$ cat src/design/perm_pkg.sv
// package of constants for the port error event and rate monitor
package perm_pkg;
  // apb register byte offsets
  localparam logic [7:0] REG_ERR_DETECT = 8'h00;
  localparam logic [7:0] REG_ERR_NOTIFY_EN = 8'h04;
  localparam logic [7:0] REG_ERR_PW_EN = 8'h08;
  localparam logic [7:0] REG_RATE_ENABLE = 8'h0C;
  localparam logic [7:0] REG_RATE_CTRL = 8'h10;
  localparam logic [7:0] REG_RATE_THRESH = 8'h14;
  localparam logic [7:0] REG_PORT_STATUS = 8'h18;
  localparam logic [7:0] REG_PORT_CTRL = 8'h1C;
  localparam logic [7:0] REG_LATENCY = 8'h20;
  localparam logic [7:0] REG_RATE_COUNTER = 8'h24;
  // error flag bit positions
  localparam int NUM_ERR = 8;
  localparam int BAD_SEQ_BIT = 0;
  localparam int OVERSIZE_BIT = 1;
  localparam int BAD_RESP_BIT = 2;
  localparam int PROTO_BIT = 3;
  localparam int DELIN_BIT = 4;
  localparam int UNEXP_ACC_BIT = 5;
  localparam int ACK_TO_BIT = 6;
  localparam int CS_CRC_BIT = 7;
  // port status bit positions
  localparam int ST_DEGRADED = 0;
  localparam int ST_FAILED = 1;
  localparam int ST_OUT_DROP = 2;
  localparam int ST_OUT_FAIL = 3;
  localparam int ST_MC_TIMEOUT = 4;
  localparam int ST_LAT_EXPIRED = 5;
  localparam int ST_FABRIC_IRQ = 6;
  localparam int NUM_ST = 7;
  // port control bit positions
  localparam int CTL_DROP_EN = 0;
  localparam int CTL_FWD_TO_EN = 1;
  localparam int CTL_DEG_IRQ = 2;
  localparam int CTL_FAIL_IRQ = 3;
  localparam int CTL_DEG_PW = 4;
  localparam int CTL_FAIL_PW = 5;
  // sizes and reset values
  localparam int MAX_PKT_BYTES = 276;
  localparam int CNT_W = 8;
  localparam int BIAS_W = 16;
  localparam int LAT_W = 24;
  localparam logic [LAT_W-1:0] LAT_MAX = 24'hFFFFFF;
  localparam real LAT_STEP_NS = 6.4;
  localparam real CLK_PERIOD_NS = 50.0;
  localparam logic [BIAS_W-1:0] BIAS_RESET = 16'h0000;
  localparam logic [CNT_W-1:0] DEG_RESET = 8'hFF;
  localparam logic [CNT_W-1:0] FAIL_RESET = 8'hFF;
  localparam logic [CNT_W-1:0] HEADROOM_RESET = 8'h00;
  localparam logic [NUM_ERR-1:0] ENABLE_RESET = 8'h00;
endpackage : perm_pkg

$ cat src/design/perm_monitor.sv
// port error event detection, notification and error-rate monitor
//
// Design decisions made here: the address map and the APB register port.
`timescale 1ns/1ps
// How it works
// - each enabled event drives the low-active interrupt, a port-write pulse, or both
// - all events are handled in parallel with no priority between them
// - out-of-sequence packet ackID sets the bad packet sequence flag
// - packets longer than 276 bytes set the oversize packet flag
// - link-response with an unused ackID sets the bad response id flag
// - unexpected well-formed control symbol sets the protocol violation flag
// - misaligned delimiter or undefined code group sets the delineation fault flag
// - unexpected packet-accepted symbol sets the unexpected accept flag
// - missing acknowledgement within allowed time sets the ack timeout flag
// - control symbol crc failure sets its crc error flag
// - one rate counter counts every listed transmission error
// - bias ticks decrement the rate counter and congestion counter, floor zero
// - only error types enabled in the rate enable register are counted
// - counter stops at threshold plus recovery headroom
// - peak holds the highest count; only software lowers it
// - degraded and failed thresholds are programmed separately
// - degraded event raised once per rising crossing of its threshold
// - failed event raised once per rising crossing of its threshold
// - drop on fail discards transmitting packet, sets dropped and failed flags
// - forward timeout discards head packet, sets dropped and fabric interrupt bit
// - multicast copy timeout discards the copy and sets multicast timeout flag
// - latency expiry sets latency expired bit and purges broadcast buffer
// - latency timer starts when a packet is fully held, period in sys_clk cycles
module perm_monitor
  import perm_pkg::*;
(
  input wire logic sys_clk,
  input wire logic nrst,
  // apb slave
  input wire logic psel,
  input wire logic penable,
  input wire logic pwrite,
  input wire logic [7:0] paddr,
  input wire logic [31:0] pwdata,
  output logic [31:0] prdata,
  output logic pready,
  output logic pslverr,
  // receive-side error strobes from the link logic
  input wire logic rxAckIdOutOfSeq,
  input wire logic rxPktEnd,
  input wire logic [8:0] rxPktBytes,
  input wire logic rxRespIdUnused,
  input wire logic rxUnexpectedSymbol,
  input wire logic rxDelineation,
  input wire logic rxUnexpectedAccept,
  input wire logic ackTimerExpired,
  input wire logic rxSymbolCrcBad,
  // packet flow conditions
  input wire logic txBusy,
  input wire logic forwardTimeout,
  input wire logic mcCopyBlocked,
  input wire logic bcastPktHeld,
  input wire logic bcastDraining,
  // outputs
  output logic intN,
  output logic portWriteReq,
  output logic txDrop,
  output logic ingressDrop,
  output logic mcCopyDrop,
  output logic bcastPurge,
  output logic [CNT_W-1:0] congestionCount
);
  // ==========================================================
  // state
  typedef struct packed {
    logic [NUM_ERR-1:0] errFlags;
    logic [NUM_ERR-1:0] notifyEn;
    logic [NUM_ERR-1:0] pwEn;
    logic [NUM_ERR-1:0] rateEn;
    logic [BIAS_W-1:0] biasPeriod;
    logic [BIAS_W-1:0] biasCnt;
    logic [CNT_W-1:0] rateCnt;
    logic [CNT_W-1:0] peak;
    logic [CNT_W-1:0] headroom;
    logic [CNT_W-1:0] degThresh;
    logic [CNT_W-1:0] failThresh;
    logic [CNT_W-1:0] congCnt;
    logic [NUM_ST-1:0] status;
    logic [5:0] ctrl;
    logic [LAT_W-1:0] latPeriod;
    logic [LAT_W-1:0] latCnt;
    logic latRun;
    logic degArmed;
    logic failArmed;
    logic [31:0] rdata;
    logic ready;
    logic slvErr;
    logic intN;
    logic pwReq;
    logic txDrop;
    logic inDrop;
    logic mcDrop;
    logic purge;
  } perm_state_t;

  perm_state_t cur_ff;
  perm_state_t nxt_cur;

  // ==========================================================
  // helpers
  function automatic logic isMapped(input logic [7:0] a);
    isMapped = (a <= REG_RATE_COUNTER) && (a[1:0] == 2'b00);
  endfunction : isMapped

  // apb access phase strobe
  logic apbAccess;
  logic wrEn;
  logic [NUM_ERR-1:0] errEvents;
  logic tick;
  logic incr;
  logic decr;
  logic [CNT_W:0] ceiling;
  logic latExpire;

  assign apbAccess = psel && penable && !cur_ff.ready;
  assign wrEn = apbAccess && pwrite && isMapped(paddr);

  // raw error events, all in parallel
  always_comb begin
    errEvents = '0;
    errEvents[BAD_SEQ_BIT] = rxAckIdOutOfSeq;
    errEvents[OVERSIZE_BIT] = rxPktEnd && (rxPktBytes > 9'(MAX_PKT_BYTES));
    errEvents[BAD_RESP_BIT] = rxRespIdUnused;
    errEvents[PROTO_BIT] = rxUnexpectedSymbol;
    errEvents[DELIN_BIT] = rxDelineation;
    errEvents[UNEXP_ACC_BIT] = rxUnexpectedAccept;
    errEvents[ACK_TO_BIT] = ackTimerExpired;
    errEvents[CS_CRC_BIT] = rxSymbolCrcBad;
  end

  // rate counter controls
  assign tick = (cur_ff.biasPeriod != '0) && (cur_ff.biasCnt == cur_ff.biasPeriod);
  assign ceiling = {1'b0, cur_ff.failThresh} + {1'b0, cur_ff.headroom};
  // the all-ones guard stops a wrap when threshold plus headroom exceeds the counter
  assign incr = |(errEvents & cur_ff.rateEn) && ({1'b0, cur_ff.rateCnt} < ceiling) &&
    (cur_ff.rateCnt != '1);
  assign decr = tick && (cur_ff.rateCnt != '0);
  assign latExpire = cur_ff.latRun && (cur_ff.latCnt >= cur_ff.latPeriod);

  // ==========================================================
  // next state
  always_comb begin
    nxt_cur = cur_ff;
    // one-cycle outputs default low
    nxt_cur.pwReq = 1'b0;
    nxt_cur.txDrop = 1'b0;
    nxt_cur.inDrop = 1'b0;
    nxt_cur.mcDrop = 1'b0;
    nxt_cur.purge = 1'b0;
    nxt_cur.ready = 1'b0;
    nxt_cur.slvErr = 1'b0;
    // bias timer; a count left above a newly written period restarts at zero
    // at once instead of wrapping through the whole 16-bit range first
    nxt_cur.biasCnt = (cur_ff.biasCnt >= cur_ff.biasPeriod) ? '0 :
      cur_ff.biasCnt + 1'b1;
    // software writes (hardware sets below win)
    if (wrEn) begin
      unique case (paddr)
        REG_ERR_DETECT: nxt_cur.errFlags = cur_ff.errFlags & ~pwdata[NUM_ERR-1:0];
        REG_ERR_NOTIFY_EN: nxt_cur.notifyEn = pwdata[NUM_ERR-1:0];
        REG_ERR_PW_EN: nxt_cur.pwEn = pwdata[NUM_ERR-1:0];
        REG_RATE_ENABLE: nxt_cur.rateEn = pwdata[NUM_ERR-1:0];
        REG_RATE_CTRL: begin
          nxt_cur.biasPeriod = pwdata[BIAS_W-1:0];
          nxt_cur.headroom = pwdata[BIAS_W+CNT_W-1:BIAS_W];
        end
        REG_RATE_THRESH: begin
          nxt_cur.degThresh = pwdata[CNT_W-1:0];
          nxt_cur.failThresh = pwdata[2*CNT_W-1:CNT_W];
        end
        REG_PORT_STATUS: nxt_cur.status = cur_ff.status & ~pwdata[NUM_ST-1:0];
        REG_PORT_CTRL: nxt_cur.ctrl = pwdata[5:0];
        REG_LATENCY: nxt_cur.latPeriod = pwdata[LAT_W-1:0];
        REG_RATE_COUNTER: begin
          nxt_cur.rateCnt = pwdata[CNT_W-1:0];
          nxt_cur.peak = pwdata[2*CNT_W-1:CNT_W];
        end
        default: ;
      endcase
    end
    // sticky error flags, set wins over clear
    nxt_cur.errFlags = nxt_cur.errFlags | errEvents;
    // rate counter: both at once leave it unchanged
    if (!(wrEn && paddr == REG_RATE_COUNTER)) begin
      if (incr && !decr) nxt_cur.rateCnt = cur_ff.rateCnt + 1'b1;
      else if (decr && !incr) nxt_cur.rateCnt = cur_ff.rateCnt - 1'b1;
      else nxt_cur.rateCnt = cur_ff.rateCnt;
    end
    if (tick && cur_ff.congCnt != '0) nxt_cur.congCnt = cur_ff.congCnt - 1'b1;
    // peak only rises by hardware
    if (nxt_cur.rateCnt > nxt_cur.peak) nxt_cur.peak = nxt_cur.rateCnt;
    // degraded threshold crossing
    if (cur_ff.rateCnt < cur_ff.degThresh) nxt_cur.degArmed = 1'b1;
    else if (cur_ff.degArmed) begin
      nxt_cur.degArmed = 1'b0;
      nxt_cur.status[ST_DEGRADED] = 1'b1;
      nxt_cur.pwReq = cur_ff.ctrl[CTL_DEG_PW];
    end
    // failed threshold crossing
    if (cur_ff.rateCnt < cur_ff.failThresh) nxt_cur.failArmed = 1'b1;
    else if (cur_ff.failArmed) begin
      nxt_cur.failArmed = 1'b0;
      nxt_cur.status[ST_FAILED] = 1'b1;
      nxt_cur.pwReq = nxt_cur.pwReq | cur_ff.ctrl[CTL_FAIL_PW];
      if (cur_ff.ctrl[CTL_DROP_EN] && txBusy) begin
        nxt_cur.txDrop = 1'b1;
        nxt_cur.status[ST_OUT_DROP] = 1'b1;
        nxt_cur.status[ST_OUT_FAIL] = 1'b1;
      end
    end
    // forward timeout of inbound head packet
    if (cur_ff.ctrl[CTL_FWD_TO_EN] && forwardTimeout) begin
      nxt_cur.inDrop = 1'b1;
      nxt_cur.status[ST_OUT_DROP] = 1'b1;
      nxt_cur.status[ST_FABRIC_IRQ] = 1'b1;
    end
    // multicast copy timeout
    if (mcCopyBlocked) begin
      nxt_cur.mcDrop = 1'b1;
      nxt_cur.status[ST_MC_TIMEOUT] = 1'b1;
    end
    // multicast latency timer
    if (bcastDraining || !bcastPktHeld || latExpire) begin
      nxt_cur.latRun = 1'b0;
      nxt_cur.latCnt = '0;
    end else begin
      nxt_cur.latRun = 1'b1;
      nxt_cur.latCnt = cur_ff.latCnt + LAT_W'(1);
    end
    if (latExpire) begin
      nxt_cur.purge = 1'b1;
      nxt_cur.status[ST_LAT_EXPIRED] = 1'b1;
    end
    // port-write for error flags
    if (|(errEvents & cur_ff.pwEn)) nxt_cur.pwReq = 1'b1;
    // interrupt from any enabled sticky flag; enables come from the next state
    // so a newly written enable shows on the pin with no cycle of lag
    nxt_cur.intN = !(|(nxt_cur.errFlags & nxt_cur.notifyEn) ||
      (nxt_cur.status[ST_DEGRADED] && nxt_cur.ctrl[CTL_DEG_IRQ]) ||
      (nxt_cur.status[ST_FAILED] && nxt_cur.ctrl[CTL_FAIL_IRQ]) ||
      |nxt_cur.status[NUM_ST-1:ST_OUT_DROP]);
    // apb answer one cycle into the access phase
    if (apbAccess) begin
      nxt_cur.ready = 1'b1;
      nxt_cur.slvErr = !isMapped(paddr);
      nxt_cur.rdata = '0;
      if (!pwrite) begin
        unique case (paddr)
          REG_ERR_DETECT: nxt_cur.rdata = 32'(cur_ff.errFlags);
          REG_ERR_NOTIFY_EN: nxt_cur.rdata = 32'(cur_ff.notifyEn);
          REG_ERR_PW_EN: nxt_cur.rdata = 32'(cur_ff.pwEn);
          REG_RATE_ENABLE: nxt_cur.rdata = 32'(cur_ff.rateEn);
          REG_RATE_CTRL: nxt_cur.rdata = 32'({cur_ff.headroom, cur_ff.biasPeriod});
          REG_RATE_THRESH: nxt_cur.rdata = 32'({cur_ff.failThresh, cur_ff.degThresh});
          REG_PORT_STATUS: nxt_cur.rdata = 32'(cur_ff.status);
          REG_PORT_CTRL: nxt_cur.rdata = 32'(cur_ff.ctrl);
          REG_LATENCY: nxt_cur.rdata = 32'(cur_ff.latPeriod);
          REG_RATE_COUNTER: nxt_cur.rdata = 32'({cur_ff.peak, cur_ff.rateCnt});
          default: nxt_cur.rdata = '0;
        endcase
      end
    end
  end

  // ==========================================================
  // registers
  always_ff @(posedge sys_clk or negedge nrst) begin
    if (!nrst) begin
      cur_ff <= '0;
      cur_ff.rateEn <= ENABLE_RESET;
      cur_ff.biasPeriod <= BIAS_RESET;
      cur_ff.headroom <= HEADROOM_RESET;
      cur_ff.degThresh <= DEG_RESET;
      cur_ff.failThresh <= FAIL_RESET;
      cur_ff.latPeriod <= LAT_MAX;
      cur_ff.degArmed <= 1'b1;
      cur_ff.failArmed <= 1'b1;
      cur_ff.intN <= 1'b1;
    end else begin
      cur_ff <= nxt_cur;
    end
  end

  // outputs straight from flip-flops
  assign prdata = cur_ff.rdata;
  assign pready = cur_ff.ready;
  assign pslverr = cur_ff.slvErr;
  assign intN = cur_ff.intN;
  assign portWriteReq = cur_ff.pwReq;
  assign txDrop = cur_ff.txDrop;
  assign ingressDrop = cur_ff.inDrop;
  assign mcCopyDrop = cur_ff.mcDrop;
  assign bcastPurge = cur_ff.purge;
  assign congestionCount = cur_ff.congCnt;
endmodule : perm_monitor

$ cat config.mk
export PLATFORM = sky130hd
export DESIGN_NAME = perm_monitor
export DESIGN_NICKNAME = d
export VERILOG_FILES = /design/src/design/perm_pkg.sv /design/src/design/perm_monitor.sv
export SDC_FILE = /design/constraint.sdc
export NUM_CORES = 1
export LEC_CHECK = 0
export ABC_CLOCK_PERIOD_IN_PS = 5700
export BUFFER_PORTS_ARGS = -buffer_cell sky130_fd_sc_hd__buf_4
export CORE_ASPECT_RATIO = 1.75
export CORE_MARGIN = 5
export CORE_UTILIZATION = 60
export DETAILED_ROUTE_END_ITERATION = 8
export GPL_ROUTABILITY_DRIVEN = 0
export PLACE_DENSITY = 0.86
export SETUP_SLACK_MARGIN = 0.05
export SLEW_MARGIN = 20
export SYNTH_ARGS = -nofsm -noshare
export SYNTH_HDL_FRONTEND = slang
export SYNTH_SLANG_ARGS = --single-unit
$ cat constraint.sdc
create_clock -name sys_clk -period 5.7 [get_ports sys_clk]
set_input_delay 1.14 -clock sys_clk [delete_from_list [all_inputs] [get_ports sys_clk]]
set_output_delay 1.14 -clock sys_clk [all_outputs]
set_load 0.01 [all_outputs]
==> qor.yml <==
run_status:
  outcome: "finished clean"
global_routing:
  groute.usage.overall: 0.280
  first_global_vias: 9930
  maximum_number_of_pins_on_one_net_before_global_route_repair: 120
  grt_pass1_wl_mm: 50.1
  antenna_violations_before_repair: 0
  global_route.overflow_total: 0
cells_and_area:
  number_of_antenna_cells_inserted: 0
  layout.cells.most_common_list: "165 x dfrtp_1, 148 x nand2_1, 113 x buf_4"
  stdcell_count: 1513
  layout.filler_cells: 1396
  layout-drive-gt1-share: 0.211
  final_design_area_no_fill_mm2: 0.0133
  final_nets: 1410
  syn2layout_area_growth_pct: 13.2
  layout_commonest_cell: "dfrtp_1"
logic_synthesis:
  synthesis.area_mm2: 0.0117
  synthArstFlopShare: 1.00
  synthesis.area_per_instance_um2: 9.79
  synthFlopType: "dfrtp_1"
  netlist_top_cells_area: "dfrtp_1 35%, dfstp_2 9.7%, ha_1 9.0%, nand2_1 4.7%, o21ai_0 4.2%"
  seq_area_frac_synth: 0.449
  synthDominantCellAreaShare: 0.353
  yosysWarningCount: 0
  synth_cell_type_count: 66
  ys_seq_elements: 208
  synth.largest_area_cell: "dfrtp_1"
  number_of_synthesized_flops_with_an_enable_pin: 0
  mapped_cells: 1196
sta:
  timing.final.crit_period_ns: 5.44
  maxSlewHeadroom: 0.375
  transition_at_the_pin_with_the_smallest_max_transition_slack_ns: 0.938
  max_clock_freq_ghz: 0.184
  finClkSkew_ns: 0.0108
  timing_max_transition_violations_final: 0
  final.period_utilization: 0.955
  setup_viol: 0
  finalHoldViolations: 0
floorplanning:
  horizontal_extent_of_the_die_um: 116
  boundaryPins: 115
  placementRows: 67
  die_height_um: 195
  die_area_mm2: 0.0225
  coreArea_mm2: 0.0192
  floorplan.initialDensity: 0.610
setup_path:
  critical-path-slowest-cell: "dfstp_2"
  timing.rr.end: "cur_ff[139]"
  worst-path-max-fanout: 8
  worst_r2r_path_depth: 26
  regToRegStartpoint: "cur_ff[112]"
  timing.critical_path.to_type: "flip-flop"
  critical_path_required_ns: 6.09
  crit_path_start_kind: "flip-flop"
  max_stage_delay_ns: 0.57
  path_class: "flip-flop to flip-flop"
  setup.reg_to_reg.worst_slack_ns: 0.26
  worst_ep_arrival_time_ns: 5.84
routing:
  final_antenna_net_count: 0
  first_pass_iters: 8
  via_count: 9511
  routed_wire_length_per_instance_um: 20.9
  route.final.wire_length_mm: 31.6
  detailedRoute.firstIterationViolations: 868
  drc: 0
  vias_per_cell: 6.29
power_and_ir_drop:
  powerDensity_mw_per_mm2: 250
  pwr-share-seq: 0.467
  internal_power_mw: 2.46
  power.switching_fraction: 0.256
  pwr-share-comb: 0.109
  vdd_ir_drop_max_v: 0.000274
  clockPowerShare: 0.424
  net-switching-power_mw: 0.848
  static-leakage-power_nw: 6.54
placed_design:
  dp_hpwl_mm: 22.8
  placed_area_mm2: 0.0124
  count_of_input_and_output_buffers: 98
  numPlacedInstances: 1473
worst_hold_path:
  hold-path-endpoint: "prdata[22]"
  worstHoldPathType: "flip-flop to flip-flop"
  hold_depth: 2
  worst_hold_startpoint: "prdata[22]"
clock_tree:
  clkSlewWorstSetupHoldPaths_ns: 0.07
  buffer_depth_of_the_longest_clock_path: 3
  cts.sinks: 208
  clock_insertion_delay_worst_skew_ns: 0.51
  cts_htree_levels: 1
  cts_tree: "done"
  cts-hold-fix-buffers: 0
  cts-buffers-inserted: 20
  clock-root-buffer: "clkbuf_16"
run:
  timing.max_cap.violations: 0
## stage by stage
step | total power [mW] | hold WS (ns) | util | setup TNS, ns | setup slack [ns]
after floorplan | 1.72 | 0.451 | - | 0 | 0.505
after global placement | 1.84 | 0.463 | 0.647 | 0 | 0.0355
after detailed placement | 1.85 | 0.471 | 0.647 | -0.917 | -0.217
after CTS | 3.25 | 0.489 | 0.684 | 0 | 0.0543
after global routing | 3.42 | 0.503 | 0.690 | -0.0343 | -0.0315
final | 3.31 | 0.477 | 0.690 | 0 | 0.258
## final cells by class
type	instances	area, µm²	share of cell area
multi-input combinational	833	5820	0.439
timing repair buffer	115	882	0.0666
clock inverter	10	108	0.00812
inverter	80	300	0.0227
tap	241	302	0.0228
sequential	208	5260	0.397
clock buffer	26	584	0.0441
## worst max-delay path by stage
stage / cells past startpoint / startpoint / slack, ns / to
2_1_floorplan: 26 / cur_ff[112] / 0.50 / cur_ff[139]
3_3_place_gp: 21 / cur_ff[112] / 0.04 / cur_ff[139]
3_5_place_dp: 21 / cur_ff[112] / -0.22 / cur_ff[143]
4_1_cts: 24 / cur_ff[112] / 0.05 / cur_ff[143]
5_1_grt: 26 / cur_ff[112] / -0.03 / cur_ff[139]
6_report: 26 / cur_ff[112] / 0.26 / cur_ff[139]
## timing repair
action	in CTS	in global routing
pin swaps	0	4
gates cloned	0	1
setup endpoints to repair	7	8
setup buffers	0	3
resized for setup	1	17
## per-layer routing
layer	vias up	part of all wire	global-route usage
li1	4282	-	-
met1	4581	0.35	0.323
met2	497	0.50	0.473
met3	151	0.077	0.0392
met4	0	0.078	0.188
met5	-	0	0
## critical path: cells and delay by family (launching register included)
| kind | cells | cell delay [ns] |
|---|---|---|
| AO/OA/AOI/OAI | 12 | 1.97 |
| adder cells (fa/ha/maj) | 4 | 1.16 |
| AND/OR/NAND/NOR | 4 | 0.68 |
| flip-flops | 1 | 0.57 |
| multiplexers | 2 | 0.44 |
| buffers and inverters | 3 | 0.37 |
| XOR/XNOR | 1 | 0.13 |
## power groups by stage
stage / Combinational, mW / Clock (mW) / Sequential (mW)
2_1_floorplan: 0.167 / 0 / 1.55
3_3_place_gp: 0.270 / 0 / 1.57
3_5_place_dp: 0.279 / 0 / 1.57
4_1_cts: 0.292 / 1.41 / 1.54
5_1_grt: 0.385 / 1.49 / 1.54
6_report: 0.362 / 1.40 / 1.54
## kinds of logic after synthesis
group / share of synthesized area
buf+inv: 0.0663
compound gates: 0.148
xor+xnor: 0.0412
flops: 0.449
other cells: 0.000320
fa+ha+maj: 0.0915
simple gates: 0.140
mux: 0.0627
## registers in the layout, summed over array words and instances, names as in the netlist
| register | count |
|---|---|
| intN | 1 |
| ingressDrop | 1 |
| pslverr | 1 |
| cur_ff | 168 |
| pready | 1 |
| mcCopyDrop | 1 |
| txDrop | 1 |
| portWriteReq | 1 |
| congestionCount | 8 |
| prdata | 24 |
| bcastPurge | 1 |
## Yosys cell counts (29+ instances only)
library cell,n
buf_4,41
clkbuf_1,38
dfrtp_1,165
dfstp_2,43
ha_1,84
inv_1,80
mux2_2,41
nand2_1,148
nand3_1,33
nor2_1,81
o21ai_0,98
xnor2_1,29
Power figures use the tool's default switching activity.
